<file path="src/rtl/gpio_port_pkg.sv">
// Constants shared by the two-pin general-purpose port
package gpio_port_pkg;
	// ----------------------------------------
	// Register byte offsets on the Wishbone bus
	// ----------------------------------------
	localparam logic [3:0] PORT_DATA_LATCH_OFS = 4'h0;
	localparam logic [3:0] PORT_DIRECTION_OFS = 4'h4;
	localparam logic [3:0] PORT_PULLUP_SELECT_OFS = 4'h8;
	localparam logic [3:0] STANDBY_CONTROL_OFS = 4'hC;
	// ----------------------------------------
	// Field positions and reset values
	// ----------------------------------------
	localparam int FIRST_PORT_PIN_BIT = 1;
	localparam int SECOND_PORT_PIN_BIT = 2;
	localparam int STANDBY_PIN_STATE_BIT = 0;
	localparam int STANDBY_MODE_BIT = 1;
	localparam logic [7:0] PIN_BIT_MASK = 8'h06;
	localparam logic [7:0] STANDBY_MASK = 8'h03;
	localparam logic [7:0] PORT_RESET_VALUE = 8'h00;
	localparam logic [7:0] STANDBY_RESET_VALUE = 8'h00;
endpackage

</file>
<file path="src/rtl/two_pin_gpio_port_with_pullup.sv">
// Two-pin general-purpose port with pull-ups, standby isolation and Wishbone registers
//
// Local design decisions: the address map and the Wishbone slave port.
`timescale 1ns/1ps
module two_pin_gpio_port_with_pullup (
	input wire logic i_ref_clk,
	input wire logic i_arst_n,
	input wire logic i_wb_cyc,
	input wire logic i_wb_stb,
	input wire logic i_wb_we,
	input wire logic [3:0] i_wb_adr,
	input wire logic [3:0] i_wb_sel,
	input wire logic [31:0] i_wb_dat,
	input wire logic i_rmw_read,
	output logic [31:0] o_wb_dat,
	output logic o_wb_ack,
	input wire logic i_standby_entry,
	input wire logic i_standby_exit,
	input wire logic [1:0] i_pin_level,
	output logic [1:0] o_pin_drive,
	output logic [1:0] o_pin_oe,
	output logic [1:0] o_pullup_en,
	input wire logic i_subclock_osc_en,
	input wire logic i_touch_direct_out_four_en,
	input wire logic i_touch_direct_out_four,
	input wire logic i_touch_direct_out_three_en,
	input wire logic i_touch_direct_out_three,
	output logic [1:0] o_port_input
);
	// ----------------------------------------
	// Pin ownership
	// ----------------------------------------
	// Highest claim first; isolation must beat every driver to stop leakage
	typedef enum logic [2:0] {
		OWN_ISOLATED,
		OWN_OSCILLATOR,
		OWN_PERIPHERAL,
		OWN_PORT_OUTPUT,
		OWN_PORT_INPUT
	} pin_owner_t;

	// ----------------------------------------
	// Register state
	// ----------------------------------------
	logic [1:0] port_data_latch_reg;
	logic [1:0] port_direction_reg;
	logic [1:0] port_pullup_select_reg;
	logic standby_pin_state_bit_reg;
	logic standby_active_reg;
	logic [1:0] sync1_reg;
	logic [1:0] sync2_reg;
	logic [1:0] sync3_reg;
	logic [1:0] pin_level_reg;
	logic [1:0] periph_en;
	logic [1:0] periph_val;
	logic [1:0] drive_next;
	logic [1:0] oe_next;
	logic [1:0] pullup_next;
	logic [1:0] data_read;
	logic [31:0] rd_next;
	logic wr_stb;
	logic [1:0] wr_pins;
	logic bus_take;
	logic wr_data_latch;
	logic wr_direction;
	logic wr_pullup_select;
	logic wr_standby_control;
	pin_owner_t owner [2];

	// ----------------------------------------
	// Helper functions
	// ----------------------------------------
	function automatic logic [1:0] pin_bits(input logic [7:0] b);
		pin_bits = {b[gpio_port_pkg::SECOND_PORT_PIN_BIT], b[gpio_port_pkg::FIRST_PORT_PIN_BIT]};
	endfunction

	function automatic logic [7:0] place_pins(input logic [1:0] p);
		place_pins = {5'h00, p, 1'b0} & gpio_port_pkg::PIN_BIT_MASK;
	endfunction

	// One decode serves every register strobe
	function automatic logic reg_hit(input logic [3:0] adr, input logic [3:0] ofs);
		reg_hit = (adr == ofs);
	endfunction

	function automatic pin_owner_t pick_owner(input logic isolated, input logic osc,
		input logic periph, input logic dir);
		if (isolated) begin
			pick_owner = OWN_ISOLATED;
		end else if (osc) begin
			pick_owner = OWN_OSCILLATOR;
		end else if (periph) begin
			pick_owner = OWN_PERIPHERAL;
		end else if (dir) begin
			pick_owner = OWN_PORT_OUTPUT;
		end else begin
			pick_owner = OWN_PORT_INPUT;
		end
	endfunction

	// Latch is returned for output pins and for any read-modify-write read
	function automatic logic read_bit(input logic rmw, input logic output_pin, input logic latch,
		input logic level);
		if (rmw) begin
			read_bit = latch;
		end else if (output_pin) begin
			read_bit = latch;
		end else begin
			read_bit = level;
		end
	endfunction

	// Pull-up drops whenever the pin is actively pulled low
	function automatic logic pullup_on(input logic sel, input logic oe, input logic drv);
		pullup_on = sel && !(oe && !drv);
	endfunction

	// A change is taken only once stages two and three agree
	function automatic logic filter_bit(input logic isolated, input logic s2, input logic s3,
		input logic cur);
		if (isolated) begin
			filter_bit = 1'b0;
		end else if (s2 == s3) begin
			filter_bit = s3;
		end else begin
			filter_bit = cur;
		end
	endfunction

	// Bit one reports live isolation; writes to it are dropped
	function automatic logic [7:0] standby_byte(input logic active, input logic setting);
		standby_byte = {6'h00, active, setting} & gpio_port_pkg::STANDBY_MASK;
	endfunction

	// Only byte lane zero carries register bits
	assign bus_take = i_wb_cyc && i_wb_stb && !o_wb_ack;
	assign wr_stb = bus_take && i_wb_we && i_wb_sel[0];
	assign wr_pins = pin_bits(i_wb_dat[7:0]);

	// ----------------------------------------
	// Register write enables
	// ----------------------------------------
	assign wr_data_latch = wr_stb && reg_hit(i_wb_adr, gpio_port_pkg::PORT_DATA_LATCH_OFS);
	assign wr_direction = wr_stb && reg_hit(i_wb_adr, gpio_port_pkg::PORT_DIRECTION_OFS);
	assign wr_pullup_select = wr_stb && reg_hit(i_wb_adr, gpio_port_pkg::PORT_PULLUP_SELECT_OFS);
	assign wr_standby_control = wr_stb && reg_hit(i_wb_adr, gpio_port_pkg::STANDBY_CONTROL_OFS);

	// ----------------------------------------
	// Wishbone register writes
	// ----------------------------------------
	always_ff @(posedge i_ref_clk or negedge i_arst_n) begin
		if (!i_arst_n) begin
			port_data_latch_reg <= pin_bits(gpio_port_pkg::PORT_RESET_VALUE);
		end else if (wr_data_latch) begin
			port_data_latch_reg <= wr_pins;
		end
	end

	always_ff @(posedge i_ref_clk or negedge i_arst_n) begin
		if (!i_arst_n) begin
			port_direction_reg <= pin_bits(gpio_port_pkg::PORT_RESET_VALUE);
		end else if (wr_direction) begin
			port_direction_reg <= wr_pins;
		end
	end

	always_ff @(posedge i_ref_clk or negedge i_arst_n) begin
		if (!i_arst_n) begin
			port_pullup_select_reg <= pin_bits(gpio_port_pkg::PORT_RESET_VALUE);
		end else if (wr_pullup_select) begin
			port_pullup_select_reg <= wr_pins;
		end
	end

	always_ff @(posedge i_ref_clk or negedge i_arst_n) begin
		if (!i_arst_n) begin
			standby_pin_state_bit_reg <= gpio_port_pkg::STANDBY_RESET_VALUE[0];
		end else if (wr_standby_control) begin
			standby_pin_state_bit_reg <= i_wb_dat[gpio_port_pkg::STANDBY_PIN_STATE_BIT];
		end
	end

	// ----------------------------------------
	// Standby tracking
	// ----------------------------------------
	// Setting is sampled at entry; later writes wait for the next entry
	always_ff @(posedge i_ref_clk or negedge i_arst_n) begin
		if (!i_arst_n) begin
			standby_active_reg <= 1'b0;
		end else if (i_standby_entry) begin
			standby_active_reg <= standby_pin_state_bit_reg;
		end else if (i_standby_exit) begin
			standby_active_reg <= 1'b0;
		end
	end

	// ----------------------------------------
	// Pin input synchroniser
	// ----------------------------------------
	// Stage one may go metastable, so only stage two reads it
	always_ff @(posedge i_ref_clk or negedge i_arst_n) begin
		if (!i_arst_n) begin
			sync1_reg <= 2'h0;
		end else begin
			sync1_reg <= i_pin_level;
		end
	end

	always_ff @(posedge i_ref_clk or negedge i_arst_n) begin
		if (!i_arst_n) begin
			sync2_reg <= 2'h0;
		end else begin
			sync2_reg <= sync1_reg;
		end
	end

	always_ff @(posedge i_ref_clk or negedge i_arst_n) begin
		if (!i_arst_n) begin
			sync3_reg <= 2'h0;
		end else begin
			sync3_reg <= sync2_reg;
		end
	end

	// Change accepted only when stages two and three agree; forced low in standby
	always_ff @(posedge i_ref_clk or negedge i_arst_n) begin
		if (!i_arst_n) begin
			pin_level_reg <= 2'h0;
		end else begin
			for (int i = 0; i < 2; i++) begin
				pin_level_reg[i] <= filter_bit(standby_active_reg, sync2_reg[i], sync3_reg[i],
					pin_level_reg[i]);
			end
		end
	end

	// ----------------------------------------
	// Pin drive selection
	// ----------------------------------------
	// Oscillator use takes the pin off the port, analog-style, with no drive
	assign periph_en = {i_touch_direct_out_three_en, i_touch_direct_out_four_en};
	assign periph_val = {i_touch_direct_out_three, i_touch_direct_out_four};

	// Owner decode is combinational; the pads add one register of latency
	always_comb begin
		for (int i = 0; i < 2; i++) begin
			owner[i] = pick_owner(standby_active_reg, i_subclock_osc_en, periph_en[i],
				port_direction_reg[i]);
		end
	end

	always_comb begin
		drive_next = 2'h0;
		oe_next = 2'h0;
		pullup_next = 2'h0;
		for (int i = 0; i < 2; i++) begin
			unique case (owner[i])
				OWN_ISOLATED, OWN_OSCILLATOR, OWN_PORT_INPUT: begin
					oe_next[i] = 1'b0;
				end
				OWN_PERIPHERAL: begin
					oe_next[i] = 1'b1;
					drive_next[i] = periph_val[i];
				end
				OWN_PORT_OUTPUT: begin
					oe_next[i] = 1'b1;
					drive_next[i] = port_data_latch_reg[i];
				end
			endcase
			pullup_next[i] = pullup_on(port_pullup_select_reg[i], oe_next[i],
				drive_next[i]);
		end
	end

	// ----------------------------------------
	// Registered pad outputs
	// ----------------------------------------
	// outputs take the next values on every clock; only reset forces them to zero
	always_ff @(posedge i_ref_clk or negedge i_arst_n) begin
		if (!i_arst_n) begin
			o_pin_drive <= 2'h0;
		end else begin
			o_pin_drive <= drive_next;
		end
	end

	always_ff @(posedge i_ref_clk or negedge i_arst_n) begin
		if (!i_arst_n) begin
			o_pin_oe <= 2'h0;
		end else begin
			o_pin_oe <= oe_next;
		end
	end

	always_ff @(posedge i_ref_clk or negedge i_arst_n) begin
		if (!i_arst_n) begin
			o_pullup_en <= 2'h0;
		end else begin
			o_pullup_en <= pullup_next;
		end
	end

	always_ff @(posedge i_ref_clk or negedge i_arst_n) begin
		if (!i_arst_n) begin
			o_port_input <= 2'h0;
		end else begin
			o_port_input <= pin_level_reg;
		end
	end

	// ----------------------------------------
	// Read path and acknowledge
	// ----------------------------------------
	always_comb begin
		for (int i = 0; i < 2; i++) begin
			data_read[i] = read_bit(i_rmw_read, port_direction_reg[i] && !periph_en[i],
				port_data_latch_reg[i], pin_level_reg[i]);
		end
		rd_next = 32'h0000_0000;
		unique case (i_wb_adr)
			gpio_port_pkg::PORT_DATA_LATCH_OFS: begin
				rd_next[7:0] = place_pins(data_read);
			end
			gpio_port_pkg::PORT_DIRECTION_OFS: begin
				rd_next[7:0] = place_pins(port_direction_reg);
			end
			gpio_port_pkg::PORT_PULLUP_SELECT_OFS: begin
				rd_next[7:0] = place_pins(port_pullup_select_reg);
			end
			gpio_port_pkg::STANDBY_CONTROL_OFS: begin
				rd_next[7:0] = standby_byte(standby_active_reg, standby_pin_state_bit_reg);
			end
			default: rd_next = 32'h0000_0000;
		endcase
	end

	// ----------------------------------------
	// Bus answer
	// ----------------------------------------
	// Unmapped addresses still ack with zero so the bus never hangs
	always_ff @(posedge i_ref_clk or negedge i_arst_n) begin
		if (!i_arst_n) begin
			o_wb_ack <= 1'b0;
		end else begin
			o_wb_ack <= bus_take;
		end
	end

	// Read data is zero outside ack, so a stale byte never lingers
	always_ff @(posedge i_ref_clk or negedge i_arst_n) begin
		if (!i_arst_n) begin
			o_wb_dat <= 32'h0000_0000;
		end else begin
			o_wb_dat <= (bus_take && !i_wb_we) ? rd_next : 32'h0000_0000;
		end
	end
endmodule
</file>
<file path="config.mk">
export PLATFORM = sky130hd
export DESIGN_NAME = two_pin_gpio_port_with_pullup
export DESIGN_NICKNAME = d
export VERILOG_FILES = /design/src/rtl/gpio_port_pkg.sv /design/src/rtl/two_pin_gpio_port_with_pullup.sv
export SDC_FILE = /design/constraint.sdc
export NUM_CORES = 1
export LEC_CHECK = 0
export ABC_AREA = 1
export BUFFER_PORTS_ARGS = -buffer_cell sky130_fd_sc_hd__buf_2
export CAP_MARGIN = 20
export CORE_MARGIN = 4
export CORE_UTILIZATION = 30
export DETAILED_ROUTE_END_ITERATION = 6
export PLACE_DENSITY_LB_ADDON = 0.12
export REMOVE_ABC_BUFFERS = 1
export SETUP_SLACK_MARGIN = 0.02
export SLEW_MARGIN = 20
export SYNTH_ARGS = -nofsm -noshare
export SYNTH_HDL_FRONTEND = slang
export SYNTH_SLANG_ARGS = --single-unit
</file>
<file path="constraint.sdc">
create_clock -name i_ref_clk -period 1.8 [get_ports i_ref_clk]
set_input_delay 0.09 -clock i_ref_clk [delete_from_list [all_inputs] [get_ports i_ref_clk]]
set_output_delay 0.09 -clock i_ref_clk [all_outputs]
set_load 0.01 [all_outputs]
</file>
Yosys cells after proc, flatten, opt, wreduce, memory -nomap -nowiden

Cells that the tools add are included.

Bits in latches: 0
Memories kept: 0
Memory bits (read-only): 0
Logic and storage cells: 86
Memory bits (writable): 0
Input bits: 55
Register bits: 28

Shift-type cells: 0
Bitwise logic cells: 0
Equality and inequality tests: 13
Multiply operators: 0
Reductions and logical operators: 33
Div/mod/pow operators: 0
Order comparisons: 0
$add $sub $neg: 0
Mux-type cells: 24

Operators with widths:

| operator                                       | count |
|---|---|
| 2-to-1 mux 3 bit                               | 9 |
| logical AND 1 bit                              | 15 |
| == test 3 x 2 -> 1 bit (second input constant) | 4 |
| one-hot mux 3 bit (4 select lines)             | 1 |
| 2-to-1 mux 1 bit                               | 10 |
| == test 4 bit (second input constant)          | 2 |
| logical NOT 1 bit                              | 8 |
| one-hot mux 1 bit (2 select lines)             | 4 |
| == test 3 x 1 -> 1 bit (second input constant) | 2 |
| == test 3 bit (second input constant)          | 2 |
| logical NOT 3 bit                              | 2 |
| nonzero test 2 bit                             | 3 |
| OR reduction 3 bit                             | 2 |
| == test 4 x 3 -> 1 bit (second input constant) | 1 |
| logical NOT 4 bit                              | 1 |
| OR reduction 2 bit                             | 2 |
| == test 1 bit                                  | 2 |

Logic depth before layout (Yosys ltp)

Word-level depth: 10
Mapped depth: 7
Mapped depth without buffers: 7

Least setup slack after synthesis

Ideal clock, no wire load.

Kind: reg2reg
Start: reg o_wb_ack
End: reg port_data_latch_reg[1]
Setup slack: 0.752 ns
Setup time: 0.116 ns
Stages on the path, launching flop included: 6
Path buffers: 1
Arrival: 0.932 ns
Required time: 1.684 ns
Clock period less this slack: 1.048 ns
Cells stage by stage: dfrtp_1 > nor3_2 > buf_4 > nand2_1 > nand2_1 > nand2_1

Word-level cells in the longest chain between the ends: 5

RTL lines:

| element                         | RTL line                             | RTL |
|---|---|---|
| from (decl)                     | two_pin_gpio_port_with_pullup.sv:16  | `output logic o_wb_ack,` |
| from (signal assigned)          | two_pin_gpio_port_with_pullup.sv:345 | `o_wb_ack <= bus_take;` |
| logical NOT 1 bit               | two_pin_gpio_port_with_pullup.sv:136 | `assign bus_take = i_wb_cyc && i_wb_stb && !o_wb_ack;` |
| logical AND 1 bit               | two_pin_gpio_port_with_pullup.sv:136 |  |
| logical AND 1 bit (2 in series) | two_pin_gpio_port_with_pullup.sv:137 | `assign wr_stb = bus_take && i_wb_we && i_wb_sel[0];` |
| logical AND 1 bit               | two_pin_gpio_port_with_pullup.sv:143 | `assign wr_data_latch = wr_stb && reg_hit(i_wb_adr, gpio_port_pkg::PORT_DATA_LATCH_OFS);` |
| to (signal assigned)            | two_pin_gpio_port_with_pullup.sv:153 | `port_data_latch_reg <= pin_bits(gpio_port_pkg::PORT_RESET_VALUE);` |
| to (signal assigned)            | two_pin_gpio_port_with_pullup.sv:155 | `port_data_latch_reg <= wr_pins;` |
| to (decl)                       | two_pin_gpio_port_with_pullup.sv:45  | `logic [1:0] port_data_latch_reg;` |

No other way between the ends.
A chain may end at the register's enable or synchronous reset.

==> reports/qor.tcl <==
set qor(postCtsSetupRepairBufs) 0
set qor(intPower_mw) 1.03
set qor(tritoncts) {built}
set qor(clk_path_buf_depth) 2
set qor(hold_class) {primary input to register}
set qor(post_synth_inst_count) 160
set qor(largest_register_ffs) 3
set qor(timing.final.setup_violations) 0
set qor(rsz0062_at_grt) {false}
set qor(worst_slew_margin_rel_pct) 59.3
set qor(run_status) {completed}
set qor(synthDominantCellAreaShare_pct) 50.0
set qor(fp.dieH_um) 76.4
set qor(design.final.nets) 259
set qor(flow.area_growth_from_synthesis_pct) 18.1
set qor(power_frac_comb_pct) 13.0
set qor(synth.largest_area_cell) {sky130_fd_sc_hd__dfrtp_1}
set qor(antenna_found_initial) 0
set qor(buffer_ports.inserted) 34
set qor(start_util_pct) 31.6
set qor(worst_ep_required_time_ns) 2.01
set qor(count_of_flip_flops_with_a_built_in_enable_after_synthesis) 0
set qor(critPathCaptureType) {register}
set qor(synth_flop_cell) {sky130_fd_sc_hd__dfrtp_1}
set qor(number_of_vias_in_the_routed_layout) 1040
set qor(synth_area_per_cell_sq_um) 8.77
set qor(ys_async_sr_fraction_pct) 100
set qor(cts.sink_count) 28
set qor(globalRouteOverflowTotal) 0
set qor(post-layout-total-power_mw) 1.35
set qor(clock_tree.htree_level_count) 1
set qor(worst_slack_ns) 0.413
set qor(netlist_top_cells_area) {sky130_fd_sc_hd__dfrtp_1 (50%), sky130_fd_sc_hd__buf_4 (16%), sky130_fd_sc_hd__nand2_1 (10%)}
set qor(grt_use_total_pct) 9.48
set qor(top_register) {o_wb_dat}
set qor(clk_pin_slew_ns) 0.09
set qor(most_common_cell_in_the_netlist) {sky130_fd_sc_hd__nand2_1}
set qor(cap_violations) 0
set qor(synthesis.area_sq_um) 1400
set qor(pre_cts_ws_ns) 0.744
set qor(layout.area.seq_sq_um) 701
set qor(yosys_warnings) 0
set qor(floorplan.core_area_sq_um) 4440
set qor(remaining_drc_errors) 0
set qor(seq_power_share_pct) 51.2
set qor(width_of_the_chip_um) 76.4
set qor(vias_per_cell) 4.08
set qor(critPathTopFamily) {buffers and inverters}
set qor(timing.final.crit_period_ns) 1.39
set qor(crit_path_cell_trace) {inv_1, o31ai_1, dlygate4sd3_1}
set qor(fp.dieArea_sq_um) 5830
set qor(synth.ff_latch_count) 28
set qor(p_switching_uw) 318
set qor(post_synth_num_cell_types) 19
set qor(cts_made_buffers) 3
set qor(final_layout_size_suffix_gt1_share_pct) 23.2
set qor(grt_pass1_wl_um) 4540
set qor(fin_crit_sh_pct) 77.1
set qor(num_rows) 24
set qor(finalWeightedCongestion) 0.703
set qor(p_leak_nw) 0.927
set qor(design.portCount) 96
set qor(fmaxAchievable_mhz) 721
set qor(startpoint_type) {register}
set qor(criticalPathCategory) {register to register}
set qor(clock_tree.root_cell) {sky130_fd_sc_hd__clkbuf_8}
set qor(grt_start_max_net_pins) 29
set qor(slowest_stage_delay_on_critical_path_ns) 0.57
set qor(cp_num_buf_inv) 2
set qor(p_sw_share_pct) 23.7
set qor(powerDensity_nw_per_um2) 812
set qor(synthTopCellsByCount) {sky130_fd_sc_hd__nand2_1 (39), sky130_fd_sc_hd__buf_4 (30), sky130_fd_sc_hd__dfrtp_1 (28), sky130_fd_sc_hd__inv_1 (16), sky130_fd_sc_hd__nand3_1 (14)}
set qor(post-route-cell-area_sq_um) 1660
set qor(pwr-share-clk_pct) 35.8
set qor(timing.setup.tns_ns) 0
set qor(antenna_cells_inserted) 0
set qor(cp_data_arrival_time_ns) 1.60
set qor(dpl-instance-area_sq_um) 1530
set qor(antenna_violating_nets_post_route) 0
set qor(critPathSlowestCell) {sky130_fd_sc_hd__dlygate4sd3_1}
set qor(first_global_vias) 1000
set qor(first_pass_iters) 4
set qor(dp_hpwl_um) 2190
set qor(worst_clock_skew_ns) 0.00319
set qor(crit_fanout) 5
set qor(worst_ir_drop_vdd_v) 0.000314
set qor(detail_route.iter0.violations) 29
set qor(multi_input_area_sq_um) 518
set qor(detail_route.wl_per_cell_um) 10.5
set qor(worst-slew-pin-transition_ns) 0.611
set qor(share_of_synthesized_area_occupied_by_flip_flops_and_latches_pct) 50.0
set qor(clkLatencyLatePin_ns) 0.27
set qor(wl_um) 2690
set qor(final-max-slew-violation-count) 0
set qor(final_hold_violation_count) 0
set qor(fillerInstances) 454
==> power groups by stage <==
stage	sequential [mW]	combinational [mW]	clock [mW]
4_1_cts	0.690	0.175	0.505
5_1_grt	0.695	0.199	0.524
2_1_floorplan	0.704	0.0893	0
3_5_place_dp	0.703	0.165	0
3_3_place_gp	0.702	0.163	0
6_report	0.689	0.175	0.482
==> through the flow <==
| stage | hold WS (ns) | util, % | cells |
|---|---|---|---|
| 2_1_floorplan | -0.206 | - | 158 |
| 3_3_place_gp | 0.138 | 34.3 | 245 |
| 3_5_place_dp | 0.143 | 34.3 | 245 |
| 4_1_cts | 0.0394 | 37.3 | 255 |
| 5_1_grt | 0.0784 | 37.3 | 255 |
| 6_report | 0.0461 | 37.3 | 255 |
==> worst paths after layout <==
kind	from	endpoint	slack (ns)	cells past startpoint
setup / recovery	standby_active_reg	standby_active_reg	0.41	3
hold / removal	i_wb_dat[0]	standby_pin_state_bit_reg	0.05	3
setup reg to reg	standby_active_reg	standby_active_reg	0.41	3
hold reg to reg	sync1_reg[0]	sync2_reg[0]	0.35	0
max in group asynchronous	i_arst_n	port_data_latch_reg[1]	1.04	2
min in group asynchronous	i_arst_n	pin_level_reg[1]	0.36	2
==> tightest hold or removal path: stages <==
cell and delay, ns:
sky130_fd_sc_hd__buf_2 0.08, sky130_fd_sc_hd__nand3_1 0.06, sky130_fd_sc_hd__nand2_1 0.06
==> per-layer routing <==
layer	track usage, %	vias to the layer above	routed length [um]
met3	3.43	2	218
li1	-	528	-
met4	2.17	0	14
met2	16.7	41	1290
met5	0	-	0
met1	10.9	469	1170
==> cell type report <==
type | instances | share of cell area (%)
well taps | 52 | 3.93
inverters | 17 | 3.85
multi-input cells | 113 | 31.3
clock inverters | 1 | 1.81
clock buffers | 3 | 2.49
flip-flops and latches | 28 | 42.3
repair buffers | 41 | 14.4
==> kinds of logic after synthesis <==
logic type,Yosys count,share of synthesized area (%)
compound gates,10,4.10
buf+inv,47,20.6
flops,28,50.0
other cells,1,0.267
simple gates,74,25.1
==> layout by cell type (no fill, tap or decap) <==
| cell type | synthesis | final |
|---|---|---|
| sky130_fd_sc_hd__nand2_1 | 39 | 39 |
| sky130_fd_sc_hd__buf_2 | 0 | 34 |
| sky130_fd_sc_hd__conb_1 | 1 | 29 |
| sky130_fd_sc_hd__dfrtp_1 | 28 | 28 |
| sky130_fd_sc_hd__inv_1 | 16 | 16 |
| sky130_fd_sc_hd__nand3_1 | 14 | 14 |
| sky130_fd_sc_hd__nor2_1 | 10 | 10 |
| sky130_fd_sc_hd__dlygate4sd3_1 | 0 | 6 |
| sky130_fd_sc_hd__a21oi_1 | 5 | 5 |
| sky130_fd_sc_hd__nor3_2 | 3 | 3 |
| sky130_fd_sc_hd__nand3b_1 | 3 | 3 |
| sky130_fd_sc_hd__clkbuf_8 | 0 | 3 |
| sky130_fd_sc_hd__nor2_4 | 2 | 2 |
| sky130_fd_sc_hd__o21ai_0 | 2 | 2 |
| sky130_fd_sc_hd__a21boi_0 | 1 | 1 |
| sky130_fd_sc_hd__nor2_2 | 1 | 1 |
| sky130_fd_sc_hd__inv_2 | 1 | 1 |
| sky130_fd_sc_hd__nand3_2 | 1 | 1 |
| sky130_fd_sc_hd__o211ai_1 | 1 | 1 |
| sky130_fd_sc_hd__and3_1 | 1 | 1 |
| sky130_fd_sc_hd__o31ai_1 | 1 | 1 |
| sky130_fd_sc_hd__bufinv_16 | 0 | 1 |
| sky130_fd_sc_hd__buf_4 | 30 | 1 |
==> repair_timing <==
| action | in CTS | in global routing |
|---|---|---|
| resized for setup | 0 | 0 |
| endpoints found under the hold margin | 32 | 0 |
| hold buffers | 6 | 0 |
No activity file was read; power rests on OpenSTA's default activity.
